**src/common/cmp_branch_pkg.sv**
```systemverilog
package cmp_branch_pkg;

   // ************************************************************
   // Opcode map
   // ************************************************************
   localparam logic [7:0] OP_BEQ_IMM    = 8'h31;
   localparam logic [6:0] OP_BEQ_DIR    = 7'h19;   // 32h..33h, upper seven bits
   localparam logic [5:0] OP_BEQ_IND    = 6'h0d;   // 34h..37h, upper six bits
   localparam logic [7:0] OP_BNE_IMM    = 8'h41;
   localparam logic [6:0] OP_BNE_DIR    = 7'h21;   // 42h..43h
   localparam logic [5:0] OP_BNE_IND    = 6'h11;   // 44h..47h

   // ************************************************************
   // Field positions and sizes
   // ************************************************************
   localparam int          OPC_D8_BIT    = 0;
   localparam int          OPC_J_LSB     = 0;
   localparam int          PTR_W         = 8;
   localparam int          ADDR_W        = 9;
   localparam logic [15:0] INSN_LEN      = 16'h0003;

   // ************************************************************
   // Reset values
   // ************************************************************
   localparam logic [15:0] PC_RST        = 16'h0000;
   localparam logic [8:0]  ADDR_RST      = 9'h000;

   typedef enum logic [0:0] {
      ST_IDLE,
      ST_EXEC
   } exec_state_e;

endpackage

```
**src/logic/operand_compare.sv**
```systemverilog
`timescale 1ns/1ps

module operand_compare (
   input  wire logic [7:0] lhs_i,
   input  wire logic [7:0] rhs_i,
   output logic            equal_o,
   output logic            below_o
);

   assign equal_o = (lhs_i == rhs_i);
   assign below_o = (lhs_i < rhs_i);   // Unsigned on purpose

endmodule

```
**src/logic/compare_branch_exec.sv**
```systemverilog
`timescale 1ns/1ps


module compare_branch_exec
   import cmp_branch_pkg::*;
(
   input  wire logic        clk_i,
   input  wire logic        rst_n_i,
   input  wire logic        start_i,
   input  wire logic [7:0]  opcode_i,
   input  wire logic [7:0]  immediate_byte_i,
   input  wire logic [7:0]  rel_offset_byte_i,
   input  wire logic [15:0] pc_i,
   input  wire logic [7:0]  acc_i,
   input  wire logic [31:0] pointer_file_i,
   input  wire logic [7:0]  mem_data_i,
   output logic             busy_o,
   output logic             mem_rd_o,
   output logic [8:0]       mem_addr_o,
   output logic             irq_window_o,
   output logic             done_o,
   output logic             taken_o,
   output logic [15:0]      pc_o,
   output logic             carry_flag_o,
   output logic             illegal_o
);

   // ************************************************************
   // Reset release
   // ************************************************************
   logic rst_sync1_q;
   logic rst_sync2_q;

   // Assertion is immediate; release waits two edges so no flop sees a runt edge
   always_ff @(posedge clk_i or negedge rst_n_i) begin
      if (!rst_n_i) begin
         rst_sync1_q <= 1'b0;
      end else begin
         rst_sync1_q <= 1'b1;
      end
   end

   always_ff @(posedge clk_i or negedge rst_n_i) begin
      if (!rst_n_i) begin
         rst_sync2_q <= 1'b0;
      end else begin
         rst_sync2_q <= rst_sync1_q;
      end
   end

   wire rst_n = rst_sync2_q;

   // ************************************************************
   // Opcode decode
   // ************************************************************
   wire is_beq_imm = (opcode_i == OP_BEQ_IMM);
   wire is_beq_dir = (opcode_i[7:1] == OP_BEQ_DIR);
   wire is_beq_ind = (opcode_i[7:2] == OP_BEQ_IND);
   wire is_bne_imm = (opcode_i == OP_BNE_IMM);
   wire is_bne_dir = (opcode_i[7:1] == OP_BNE_DIR);
   wire is_bne_ind = (opcode_i[7:2] == OP_BNE_IND);

   wire is_dir   = is_beq_dir | is_bne_dir;
   wire is_ind   = is_beq_ind | is_bne_ind;
   wire is_imm   = is_beq_imm | is_bne_imm;
   wire is_eq    = is_beq_imm | is_beq_dir | is_beq_ind;
   wire is_legal = is_dir | is_ind | is_imm;

   wire [1:0]        ptr_sel = opcode_i[OPC_J_LSB +: 2];
   wire [PTR_W-1:0]  ptr_val = pointer_file_i[ptr_sel*PTR_W +: PTR_W];

   // Direct: d8 from the opcode, d7..d0 from the second byte
   wire [ADDR_W-1:0] dir_addr = {opcode_i[OPC_D8_BIT], immediate_byte_i};
   // Pointers reach the lower 256 bytes only
   wire [ADDR_W-1:0] ind_addr = {1'b0, ptr_val};
   wire [ADDR_W-1:0] op_addr  = is_dir ? dir_addr : ind_addr;

   // ************************************************************
   // Latched instruction
   // ************************************************************
   exec_state_e state_q;
   exec_state_e state_d;
   logic        eq_form_q;
   logic        imm_form_q;
   logic        ind_form_q;
   logic [7:0]  acc_q;
   logic [7:0]  imm_q;
   logic [7:0]  off_q;
   logic [15:0] next_pc_q;

   // ************************************************************
   // Sequencer
   // ************************************************************
   wire accept = (state_q == ST_IDLE) && start_i && is_legal;

   always_comb begin
      state_d = state_q;
      unique case (state_q)
         ST_IDLE: begin
            if (accept) begin
               state_d = ST_EXEC;
            end
         end
         ST_EXEC: begin
            state_d = ST_IDLE;   // Exactly two cycles, no stall
         end
      endcase
   end

   always_ff @(posedge clk_i or negedge rst_n) begin
      if (!rst_n) begin
         state_q <= ST_IDLE;
      end else begin
         state_q <= state_d;
      end
   end

   // ************************************************************
   // Operand latch
   // ************************************************************
   // Everything is taken at the start, so the core may move its inputs on at once
   always_ff @(posedge clk_i or negedge rst_n) begin
      if (!rst_n) begin
         eq_form_q <= 1'b0;
      end else if (accept) begin
         eq_form_q <= is_eq;
      end
   end

   always_ff @(posedge clk_i or negedge rst_n) begin
      if (!rst_n) begin
         imm_form_q <= 1'b0;
      end else if (accept) begin
         imm_form_q <= is_imm;
      end
   end

   always_ff @(posedge clk_i or negedge rst_n) begin
      if (!rst_n) begin
         ind_form_q <= 1'b0;
      end else if (accept) begin
         ind_form_q <= is_ind;
      end
   end

   always_ff @(posedge clk_i or negedge rst_n) begin
      if (!rst_n) begin
         acc_q <= 8'h00;
      end else if (accept) begin
         acc_q <= acc_i;
      end
   end

   always_ff @(posedge clk_i or negedge rst_n) begin
      if (!rst_n) begin
         imm_q <= 8'h00;
      end else if (accept) begin
         imm_q <= immediate_byte_i;
      end
   end

   always_ff @(posedge clk_i or negedge rst_n) begin
      if (!rst_n) begin
         off_q <= 8'h00;
      end else if (accept) begin
         off_q <= rel_offset_byte_i;
      end
   end

   always_ff @(posedge clk_i or negedge rst_n) begin
      if (!rst_n) begin
         next_pc_q <= PC_RST;
      end else if (accept) begin
         next_pc_q <= pc_i + INSN_LEN;
      end
   end

   // ************************************************************
   // Operand fetch
   // ************************************************************
   // Memory is read only, so the compared byte can never change
   wire fetch = accept && !is_imm;

   always_ff @(posedge clk_i or negedge rst_n) begin
      if (!rst_n) begin
         mem_rd_o <= 1'b0;
      end else begin
         mem_rd_o <= fetch;
      end
   end

   // The address holds after the read, so a slow memory side still sees it
   always_ff @(posedge clk_i or negedge rst_n) begin
      if (!rst_n) begin
         mem_addr_o <= ADDR_RST;
      end else if (fetch) begin
         mem_addr_o <= op_addr;
      end
   end

   // ************************************************************
   // Compare and branch
   // ************************************************************
   // Indirect forms put the memory byte on the left, the others the accumulator
   wire [7:0] cmp_lhs = ind_form_q ? mem_data_i : acc_q;
   wire [7:0] cmp_rhs = (imm_form_q || ind_form_q) ? imm_q : mem_data_i;
   wire       cmp_eq;
   wire       cmp_lt;

   operand_compare u_cmp (
      .lhs_i   (cmp_lhs),
      .rhs_i   (cmp_rhs),
      .equal_o (cmp_eq),
      .below_o (cmp_lt)
   );

   wire        take     = eq_form_q ? cmp_eq : !cmp_eq;
   wire [15:0] off_ext  = {{8{off_q[7]}}, off_q};
   wire [15:0] branch_pc = next_pc_q + off_ext;
   wire [15:0] dest_pc  = take ? branch_pc : next_pc_q;
   wire        finishing = (state_q == ST_EXEC);

   // ************************************************************
   // Result registers
   // ************************************************************
   always_ff @(posedge clk_i or negedge rst_n) begin
      if (!rst_n) begin
         done_o <= 1'b0;
      end else begin
         done_o <= finishing;
      end
   end

   always_ff @(posedge clk_i or negedge rst_n) begin
      if (!rst_n) begin
         taken_o <= 1'b0;
      end else if (finishing) begin
         taken_o <= take;
      end
   end

   always_ff @(posedge clk_i or negedge rst_n) begin
      if (!rst_n) begin
         pc_o <= PC_RST;
      end else if (finishing) begin
         pc_o <= dest_pc;
      end
   end

   always_ff @(posedge clk_i or negedge rst_n) begin
      if (!rst_n) begin
         carry_flag_o <= 1'b0;
      end else if (finishing) begin
         carry_flag_o <= cmp_lt;   // Set or cleared every time
      end
   end

   // ************************************************************
   // Status
   // ************************************************************
   wire exec_next   = (state_d == ST_EXEC);
   // Unknown opcodes are only reported; the core decides how to trap them
   wire illegal_req = (state_q == ST_IDLE) && start_i && !is_legal;

   always_ff @(posedge clk_i or negedge rst_n) begin
      if (!rst_n) begin
         busy_o <= 1'b0;
      end else begin
         busy_o <= exec_next;
      end
   end

   always_ff @(posedge clk_i or negedge rst_n) begin
      if (!rst_n) begin
         illegal_o <= 1'b0;
      end else begin
         illegal_o <= illegal_req;
      end
   end

   // ************************************************************
   // Interrupt window
   // ************************************************************
   // The window marks the second cycle only, the one where the core may vector
   always_ff @(posedge clk_i or negedge rst_n) begin
      if (!rst_n) begin
         irq_window_o <= 1'b0;
      end else begin
         irq_window_o <= accept;
      end
   end

endmodule

```
**config.mk**
```make
export PLATFORM = sky130hd
export DESIGN_NAME = compare_branch_exec
export DESIGN_NICKNAME = d
export VERILOG_FILES = /design/src/common/cmp_branch_pkg.sv /design/src/logic/operand_compare.sv /design/src/logic/compare_branch_exec.sv
export SDC_FILE = /design/constraint.sdc
export NUM_CORES = 1
export LEC_CHECK = 0
export ABC_AREA = 1
export ABC_CLOCK_PERIOD_IN_PS = 2200
export BUFFER_PORTS_ARGS = -buffer_cell sky130_fd_sc_hd__clkbuf_2
export CAP_MARGIN = 20
export CELL_PAD_IN_SITES_DETAIL_PLACEMENT = 1
export CELL_PAD_IN_SITES_GLOBAL_PLACEMENT = 2
export CORE_ASPECT_RATIO = 1.75
export CORE_MARGIN = 2
export CORE_UTILIZATION = 25
export CTS_CLUSTER_SIZE = 28
export DETAILED_ROUTE_END_ITERATION = 10
export GPL_TIMING_DRIVEN = 0
export PLACE_DENSITY_LB_ADDON = 0.1
export SYNTH_ARGS = -nofsm -noshare
export SYNTH_HDL_FRONTEND = slang
export SYNTH_SLANG_ARGS = --single-unit
```
**constraint.sdc**
```tcl
create_clock -name clk_i -period 2.2 [get_ports clk_i]
set_clock_uncertainty 0.1 [all_clocks]
set_input_delay 0.44 -clock clk_i [delete_from_list [all_inputs] [get_ports clk_i]]
set_output_delay 0.44 -clock clk_i [all_outputs]
set_load 0.005 [all_outputs]
```
==> qor.yml, run 1 <==
place:
  detailed_place_hpwl_um: 14600
  detailedPlace.worstSlack_ns: -0.605
  place.detailed.instances: 1083
  port-buffer-count: 121
  gp_routability_congestion: 0.872
timing:
  min_period_over_period_pct: 104
  rsz0062_at_grt: "true"
  clock.fmax_ghz: 0.437
  timing.slew.headroom_pct: 55.1
  finalHoldViolCount: 0
  hold_ws_ns: 0.175
  final_max_slew_viol_count: 0
  finalWorstSetupSlack_ns: -0.0899
  setup_tns_ns: -0.500
  setup_viol: 14
  worstMarginPinSlew_ns: 0.673
  min_period_ns: 2.29
global_route:
  number_of_antenna_violations_at_the_first_check_in_global_routing: 0
  largest_net_degree_at_the_start_of_global_routing: 46
  global_route.usage.total_pct: 17.2
  global_route_total_overflow: 0
  global_route_wire_length_before_repair_um: 28300
  grt_pass1_vias: 5575
finish:
  drive_above_1_share_pct: 21.4
  layout.filler_cells: 2514
  diodes: 0
  layout.cells.non_filler: 1103
  mostFrequentLayoutCell: "sky130_fd_sc_hd__nand2_1"
  finalNetCount: 969
  most-common-layout-cells: "sky130_fd_sc_hd__nand2_1, sky130_fd_sc_hd__clkbuf_2, sky130_fd_sc_hd__dfrtp_1"
  area_growth_pct: 26.9
worst_setup_path:
  critical_path.max_fanout: 9
  cp-end-kind: "flop"
  criticalPathCategory: "flop to flop"
  critical_path_required_ns: 2.33
  crit_arrival_ns: 2.42
  timing.reg2reg.worst_path_depth: 14
  critical_path.startpoint_type: "flop"
synthesis:
  synth-warning-count: 0
  synthesis.area_per_instance_um2: 6.98
  synth_simple_gate_area_share_pct: 33.3
  synth_top_family_by_area: "simple AND/OR/NAND/NOR gates"
  synth_enable_flop_cells: 0
  fraction_of_post_synthesis_cell_area_in_the_top_cell_type_by_area_pct: 38.5
  synth_flop_cell: "sky130_fd_sc_hd__dfrtp_1"
  synth_area_leader_cell: "sky130_fd_sc_hd__dfrtp_1"
  synth_adder_area_share_pct: 6.41
  synth.distinct_cells: 36
  synth_area_leaders: "sky130_fd_sc_hd__dfrtp_1, sky130_fd_sc_hd__nand2_1, sky130_fd_sc_hd__ha_1"
  synth_seq_area_share_pct: 38.5
  synth_seq_cells: 77
  synth_compound_area_share_pct: 9.16
  post_synth_mux_area_share_pct: 1.20
  synth_fp_nets: 832
  async_reset_ff_share_pct: 100
  synth.cell_area_mm2: 0.00500
  post_synth_xor_area_fraction_pct: 2.28
  synthCells: 716
power_and_ir_drop:
  cellInternalPower_mw: 3.53
  clockPowerShare_pct: 25.2
  p_leak_nw: 3.56
  power.sequential.fraction_pct: 36.9
  report.power.total_mw: 5.65
  worst_ir_drop_vdd_uv: 300
  powerDensity_mw_per_mm2: 891
  sw_frac_of_total_pct: 37.5
  power_switching_mw: 2.12
  power.combinational.fraction_pct: 37.8
detailed_routing:
  num_vias: 5035
  route.detailed.drc: 0
  vias_per_cell: 4.56
  detail_route.first_pass.iterations: 6
  routed_wirelength_um: 17600
  wl_per_cell_um: 16.0
  final_antenna_net_count: 0
  initialDrtViolationCount: 74
die:
  core_area_mm2: 0.0197
  die_height_um: 191
  num_io_pins: 123
  floorplan.rows: 68
  overall_die_area_mm2: 0.0212
  die_width_um: 111
  initial_utilization_pct: 25.4
cts:
  ctsLongestPathBuffers: 2
  worst_setup_hold_path_clk_slew_ns: 0.06
  insertion_delay_of_the_later_clocked_pin_in_the_worst_skew_pair_ns: 0.34
  clock_tree_from_tritoncts: "yes"
  cts-buffers-inserted: 9
  numClockSinks: 77
  cts_htree_levels: 3
  cts.root.buffer_cell: "sky130_fd_sc_hd__clkbuf_16"
min_path:
  hold_class: "flop to asynchronous set/reset pin"
status:
  violations_in_the_final_reports: "setup timing"
  outcome: "complete, but fails checks"
run:
  drv_cap: 0
per-stage QoR:
step                util [%]  area (um2)
finish                  32.3        6340
CTS                     32.2        6330
floorplan                  -        5010
global placement        30.1        5920
global route            32.3        6340
detailed placement      30.3        5950
what timing repair did:
action,CTS,global route
endpoints found under the setup margin,18,17
resized for setup,21,10
setup buffers,3,0
hold buffers,1,0
cloned,1,0
hold endpoints to repair,2,0
pin swaps,2,5
routing by layer:
| layer | vias to the layer above | global-route usage (%) | wire length [um] |
|---|---|---|---|
| met2 | 97 | 35.9 | 10400 |
| met1 | 2376 | 15.5 | 5940 |
| met3 | 23 | 3.46 | 733 |
| met4 | 0 | 7.40 | 542 |
| met5 | - | 0 | 0 |
| li1 | 2539 | - | - |
cell type report:
class                           instances  area, um2  share of cell area [%]
Timing Repair Buffer                  127        692                    10.9
Inverter                               79        302                    4.75
Clock buffer                           13        260                    4.10
Buffer                                 23        183                    2.88
Clock inverter                          3       20.0                   0.316
Multi-Input combinational cell        536       2650                    41.7
Tap cell                              245        307                    4.83
Sequential cell                        77       1930                    30.5
critical path, cell delays in order, from the launching register on:
cell                       delay, ns
sky130_fd_sc_hd__dfrtp_2        0.43
sky130_fd_sc_hd__nor2_4         0.15
sky130_fd_sc_hd__buf_12         0.14
sky130_fd_sc_hd__mux2i_1        0.08
sky130_fd_sc_hd__ha_1           0.30
sky130_fd_sc_hd__nand2_1        0.07
sky130_fd_sc_hd__nor2_2         0.12
sky130_fd_sc_hd__nand3_1        0.09
sky130_fd_sc_hd__nand2_2        0.09
sky130_fd_sc_hd__nand2_4        0.09
sky130_fd_sc_hd__clkbuf_8       0.18
sky130_fd_sc_hd__o21ai_0        0.14
sky130_fd_sc_hd__inv_1          0.06
sky130_fd_sc_hd__nand2_2        0.08
sky130_fd_sc_hd__nand2_1        0.05
cells in the mapped netlist, types with 2 or more instances:
cell type	n
sky130_fd_sc_hd__o21ai_0	47
sky130_fd_sc_hd__buf_6	5
sky130_fd_sc_hd__o21ai_1	3
sky130_fd_sc_hd__mux2i_1	6
sky130_fd_sc_hd__nand3_1	54
sky130_fd_sc_hd__or2_2	2
sky130_fd_sc_hd__inv_2	4
sky130_fd_sc_hd__buf_2	7
sky130_fd_sc_hd__nor2_2	3
sky130_fd_sc_hd__nor3_1	4
sky130_fd_sc_hd__o211ai_1	5
sky130_fd_sc_hd__xor2_1	5
sky130_fd_sc_hd__nand3b_1	2
sky130_fd_sc_hd__clkbuf_1	7
sky130_fd_sc_hd__nand2_2	3
sky130_fd_sc_hd__inv_1	74
sky130_fd_sc_hd__xnor2_1	8
sky130_fd_sc_hd__a21oi_1	24
sky130_fd_sc_hd__dfrtp_1	77
sky130_fd_sc_hd__nand2_1	288
sky130_fd_sc_hd__nor2_1	42
sky130_fd_sc_hd__ha_1	24
sky130_fd_sc_hd__buf_4	4
sky130_fd_sc_hd__nand4_1	6
path summary, 6_finish.rpt:
path / startpoint / to / slack, ns
setup / recovery: ind_form_q / pc_o[10] / -0.09
hold / removal: rst_n / done_o / 0.18
setup reg to reg: ind_form_q / pc_o[10] / -0.09
hold reg to reg: rst_n / done_o / 0.18
max in group asynchronous: rst_n / pc_o[2] / 1.24
min in group clk_i: rel_offset_byte_i[0] / off_q[0] / 0.20
flip-flops by register name (all words and copies together), names as in the netlist:
signal        cells
carry_flag_o      1
rst_sync1_q       1
mem_rd_o          1
imm_q             8
ind_form_q        1
illegal_o         1
rst_n             1
pc_o             16
taken_o           1
imm_form_q        1
done_o            1
irq_window_o      1
off_q             8
next_pc_q        16
mem_addr_o        9
acc_q             8
eq_form_q         1
finishing         1
power by group through the flow:
stage	clock network, mW	registers (mW)	logic, mW
2_1_floorplan	0	2.05	1.34
3_3_place_gp	0	2.12	2.00
3_5_place_dp	0	2.12	2.09
4_1_cts	1.49	2.10	2.18
5_1_grt	1.54	2.14	2.49
6_report	1.43	2.09	2.14
cells by family after synthesis:
family | after synthesis
AND/OR/NAND/NOR | 408
buffers and inverters | 103
AO/OA/AOI/OAI | 83
flip-flops | 77
adder cells (fa/ha/maj) | 25
XOR/XNOR | 13
multiplexers | 6
other | 1
Power figures use the tool's default switching activity.
==> run 2: changes to the inputs <==
Settings changed: SYNTH_HIERARCHICAL set to 1.
==> run 2 against run 1 <==
Compared with the run above: the run still ends with setup timing left; sequential power about the same; global-route usage increased by 0.72 points; core utilization increased by 1.1 points; worst setup slack got worse by 0.35 ns; combinational power increased by 20%; via count decreased by 0.12%; hold slack got worse by 0.025 ns; first-iteration DRC count increased by 26%; highest routed layer unchanged.
==> qor.yml, run 2 <==
detailed_routing:
  route.detailed.drc: 0  # unchanged
  detail_route.first_pass.iterations: 4  # -2
  num_vias: 5029  # -0.12%
  wl_per_cell_um: 16.7  # +4.2%
  final_antenna_net_count: 0  # unchanged
  vias_per_cell: 4.60  # +0.70%
  initialDrtViolationCount: 93  # +26%
  routed_wirelength_um: 18200  # +3.4%
cts:
  numClockSinks: 77  # unchanged
  cts.root.buffer_cell: "sky130_fd_sc_hd__clkbuf_16"
  ctsLongestPathBuffers: 2  # unchanged
  worst_setup_hold_path_clk_slew_ns: 0.06  # about the same
  cts-buffers-inserted: 9  # unchanged
  clock_tree_from_tritoncts: "yes"
  cts_htree_levels: 3  # unchanged
  insertion_delay_of_the_later_clocked_pin_in_the_worst_skew_pair_ns: 0.35  # about the same
global_route:
  grt_pass1_vias: 5597  # +0.39%
  global_route_total_overflow: 0  # unchanged
  number_of_antenna_violations_at_the_first_check_in_global_routing: 0  # unchanged
  global_route_wire_length_before_repair_um: 29000  # +2.7%
  largest_net_degree_at_the_start_of_global_routing: 53  # +15%
  global_route.usage.total_pct: 17.9  # +0.72 points
place:
  port-buffer-count: 120  # -0.83%
  detailedPlace.worstSlack_ns: -0.945  # -0.340 ns
  detailed_place_hpwl_um: 14900  # +1.6%
  gp_routability_congestion: 0.791  # -9.3%
synthesis:
  fraction_of_post_synthesis_cell_area_in_the_top_cell_type_by_area_pct: 38.8  # +0.22 points
  synth.distinct_cells: 39  # +8.3%
  synth_enable_flop_cells: 0  # unchanged
  synthCells: 705  # -1.5%
  synthesis.area_per_instance_um2: 7.05  # +0.98%
  synth_flop_cell: "sky130_fd_sc_hd__dfrtp_1"
  synth-warning-count: 6  # +6
  synth.cells.most_frequent: "sky130_fd_sc_hd__nand2_1, sky130_fd_sc_hd__inv_1, sky130_fd_sc_hd__dfrtp_1"
  synth_area_leader_cell: "sky130_fd_sc_hd__dfrtp_1"
  async_reset_ff_share_pct: 100  # unchanged
  synth_fp_nets: 821  # -1.3%
  synthMostInstantiatedCell: "sky130_fd_sc_hd__nand2_1"
  synth_seq_area_share_pct: 38.8  # +0.22 points
  synth_area_leaders: "sky130_fd_sc_hd__dfrtp_1, sky130_fd_sc_hd__nand2_1, sky130_fd_sc_hd__o21ai_0"
  synth_seq_cells: 77  # unchanged
  synth.cell_area_mm2: 0.00497  # -0.58%
finish:
  most-common-layout-cells: "sky130_fd_sc_hd__nand2_1, sky130_fd_sc_hd__clkbuf_2, sky130_fd_sc_hd__inv_1"
  layout_top_registers: "next_pc_q (16), pc_o (16), mem_addr_o (9)"
  drive_above_1_share_pct: 25.2  # +3.8 points
  layout.filler_cells: 2476  # -1.5%
  post-route-util_pct: 33.3  # +1.1 points
  mostFrequentLayoutCell: "sky130_fd_sc_hd__nand2_1"
  finalNetCount: 961  # -0.83%
  area_growth_pct: 31.7
  diodes: 0  # unchanged
timing:
  timing.slew.headroom_pct: 59.9  # +4.7 points
  finalWorstSetupSlack_ns: -0.440  # -0.350 ns
  rsz0062_at_grt: "true"
  setup_viol: 17  # +3
  min_period_over_period_pct: 120  # +16 points
  setup_tns_ns: -6.58  # -6.08 ns
  finalHoldViolCount: 0  # unchanged
  hold_ws_ns: 0.150  # -0.0252 ns
  min_period_ns: 2.64  # +0.350 ns
  clock.fmax_ghz: 0.379  # -13%
  final_max_slew_viol_count: 0  # unchanged
  worstMarginPinSlew_ns: 0.602  # -0.0712 ns
worst_setup_path:
  critical_path_required_ns: 2.34  # about the same
  critical_path.max_fanout: 5  # -4
  timing.rr.start: "ind_form_q"
  cp-end-kind: "flop"
  critical_path.startpoint_type: "flop"
  critPathLaunch: "ind_form_q"
  crit_arrival_ns: 2.78  # +0.36 ns
  criticalPathCategory: "flop to flop"
die:
  num_io_pins: 123  # unchanged
  die_height_um: 191  # -0.28%
  core_area_mm2: 0.0197  # unchanged
  floorplan.rows: 68  # unchanged
  overall_die_area_mm2: 0.0211  # -0.56%
  initial_utilization_pct: 25.3  # -0.15 points
  die_width_um: 111  # -0.28%
power_and_ir_drop:
  power.sequential.fraction_pct: 34.8  # -2.1 points
  power_switching_mw: 2.33  # +10%
  powerDensity_mw_per_mm2: 923  # +3.6%
  clockPowerShare_pct: 22.8  # -2.4 points
  power.combinational.fraction_pct: 42.4  # +4.6 points
  p_leak_nw: 3.57  # +0.27%
  sw_frac_of_total_pct: 38.6  # +1.1 points
  report.power.total_mw: 6.04  # +7.0%
  worst_ir_drop_vdd_uv: 360  # +20%
  cellInternalPower_mw: 3.71  # +5.2%
run:
  drv_cap: 0  # unchanged
status:
  outcome: "complete, but fails checks"
  violations_in_the_final_reports: "setup timing"
min_path:
  hold_class: "flop to asynchronous set/reset pin"
==> run 2: worst paths after layout <==
path | slack, ns | to | cells past startpoint
setup / recovery | -0.44 | pc_o[8] | 16
hold / removal | 0.15 | done_o | 0
setup reg to reg | -0.44 | pc_o[8] | 16
hold reg to reg | 0.15 | done_o | 0
max in group asynchronous | 1.24 | acc_q[0] | 1
min in group clk_i | 0.19 | off_q[4] | 3
==> run 2: through the flow <==
step,cells,area (um2)
CTS,1094,6490
detailed placement,1071,5980
finish,1094,6550
global placement,1070,5950
floorplan,705,5040
global route,1094,6550
==> run 2: cells by family (layout without fill, tap and decap cells) <==
kind of cell / after synthesis / count (layout) / synth area share, %
compound gates: 106 / 106 / 11.7
xor+xnor: 12 / 12 / 2.11
fa+ha+maj: 25 / 25 / 6.44
buf+inv: 114 / 258 / 9.04
flops: 77 / 77 / 38.8
mux: 8 / 8 / 1.81
other cells: 1 / 1 / 0.0754
simple gates: 362 / 362 / 30.1
==> run 2: cell type report <==
| type | instances | area (um2) | area share [%] |
|---|---|---|---|
| sequential | 77 | 1930 | 29.5 |
| multi-input combinational | 514 | 2800 | 42.8 |
| tap | 245 | 307 | 4.68 |
| timing repair buffer | 130 | 763 | 11.7 |
| clock buffer | 13 | 250 | 3.82 |
| clock inverter | 2 | 10.0 | 0.153 |
| buffer | 20 | 124 | 1.89 |
| inverter | 93 | 359 | 5.48 |
==> run 2: per-layer routing <==
| layer | vias up | routed length [um] | track usage, % |
|---|---|---|---|
| li1 | 2516 | - | - |
| met1 | 2422 | 6150 | 16.1 |
| met2 | 71 | 11100 | 38.4 |
| met3 | 20 | 619 | 3.50 |
| met4 | 0 | 391 | 5.91 |
| met5 | - | 0 | 0 |
==> run 2: timing repair <==
action                                  4_1_cts  5_1_grt
pin swaps                                    12       17
resized for setup                            44       18
endpoints found under the setup margin       18       18
endpoints found under the hold margin         2        0
hold buffers                                  1        0
buffers inserted                              6        1
gates cloned                                  1        0
==> run 2: power groups by stage <==
stage          registers [mW]  clock network (mW)  logic, mW
2_1_floorplan            2.06                   0       1.47
3_3_place_gp             2.13                   0       2.17
3_5_place_dp             2.12                   0       2.27
4_1_cts                  2.11                1.44       2.53
5_1_grt                  2.16                1.50       2.94
6_report                 2.10                1.38       2.56
==> run 2: critical path, stage by stage, from the launching register on <==
cell	delay, ns
sky130_fd_sc_hd__dfrtp_2	0.46
sky130_fd_sc_hd__nor2_4	0.17
sky130_fd_sc_hd__buf_12	0.13
sky130_fd_sc_hd__mux2_4	0.29
sky130_fd_sc_hd__inv_2	0.06
sky130_fd_sc_hd__ha_4	0.13
sky130_fd_sc_hd__nand2_2	0.05
sky130_fd_sc_hd__inv_2	0.08
sky130_fd_sc_hd__nand3_4	0.08
sky130_fd_sc_hd__nor3_4	0.23
sky130_fd_sc_hd__or2_1	0.17
sky130_fd_sc_hd__nand2_4	0.08
sky130_fd_sc_hd__inv_8	0.10
sky130_fd_sc_hd__buf_8	0.14
sky130_fd_sc_hd__nand2_2	0.07
sky130_fd_sc_hd__o21bai_4	0.12
sky130_fd_sc_hd__nand2_1	0.06
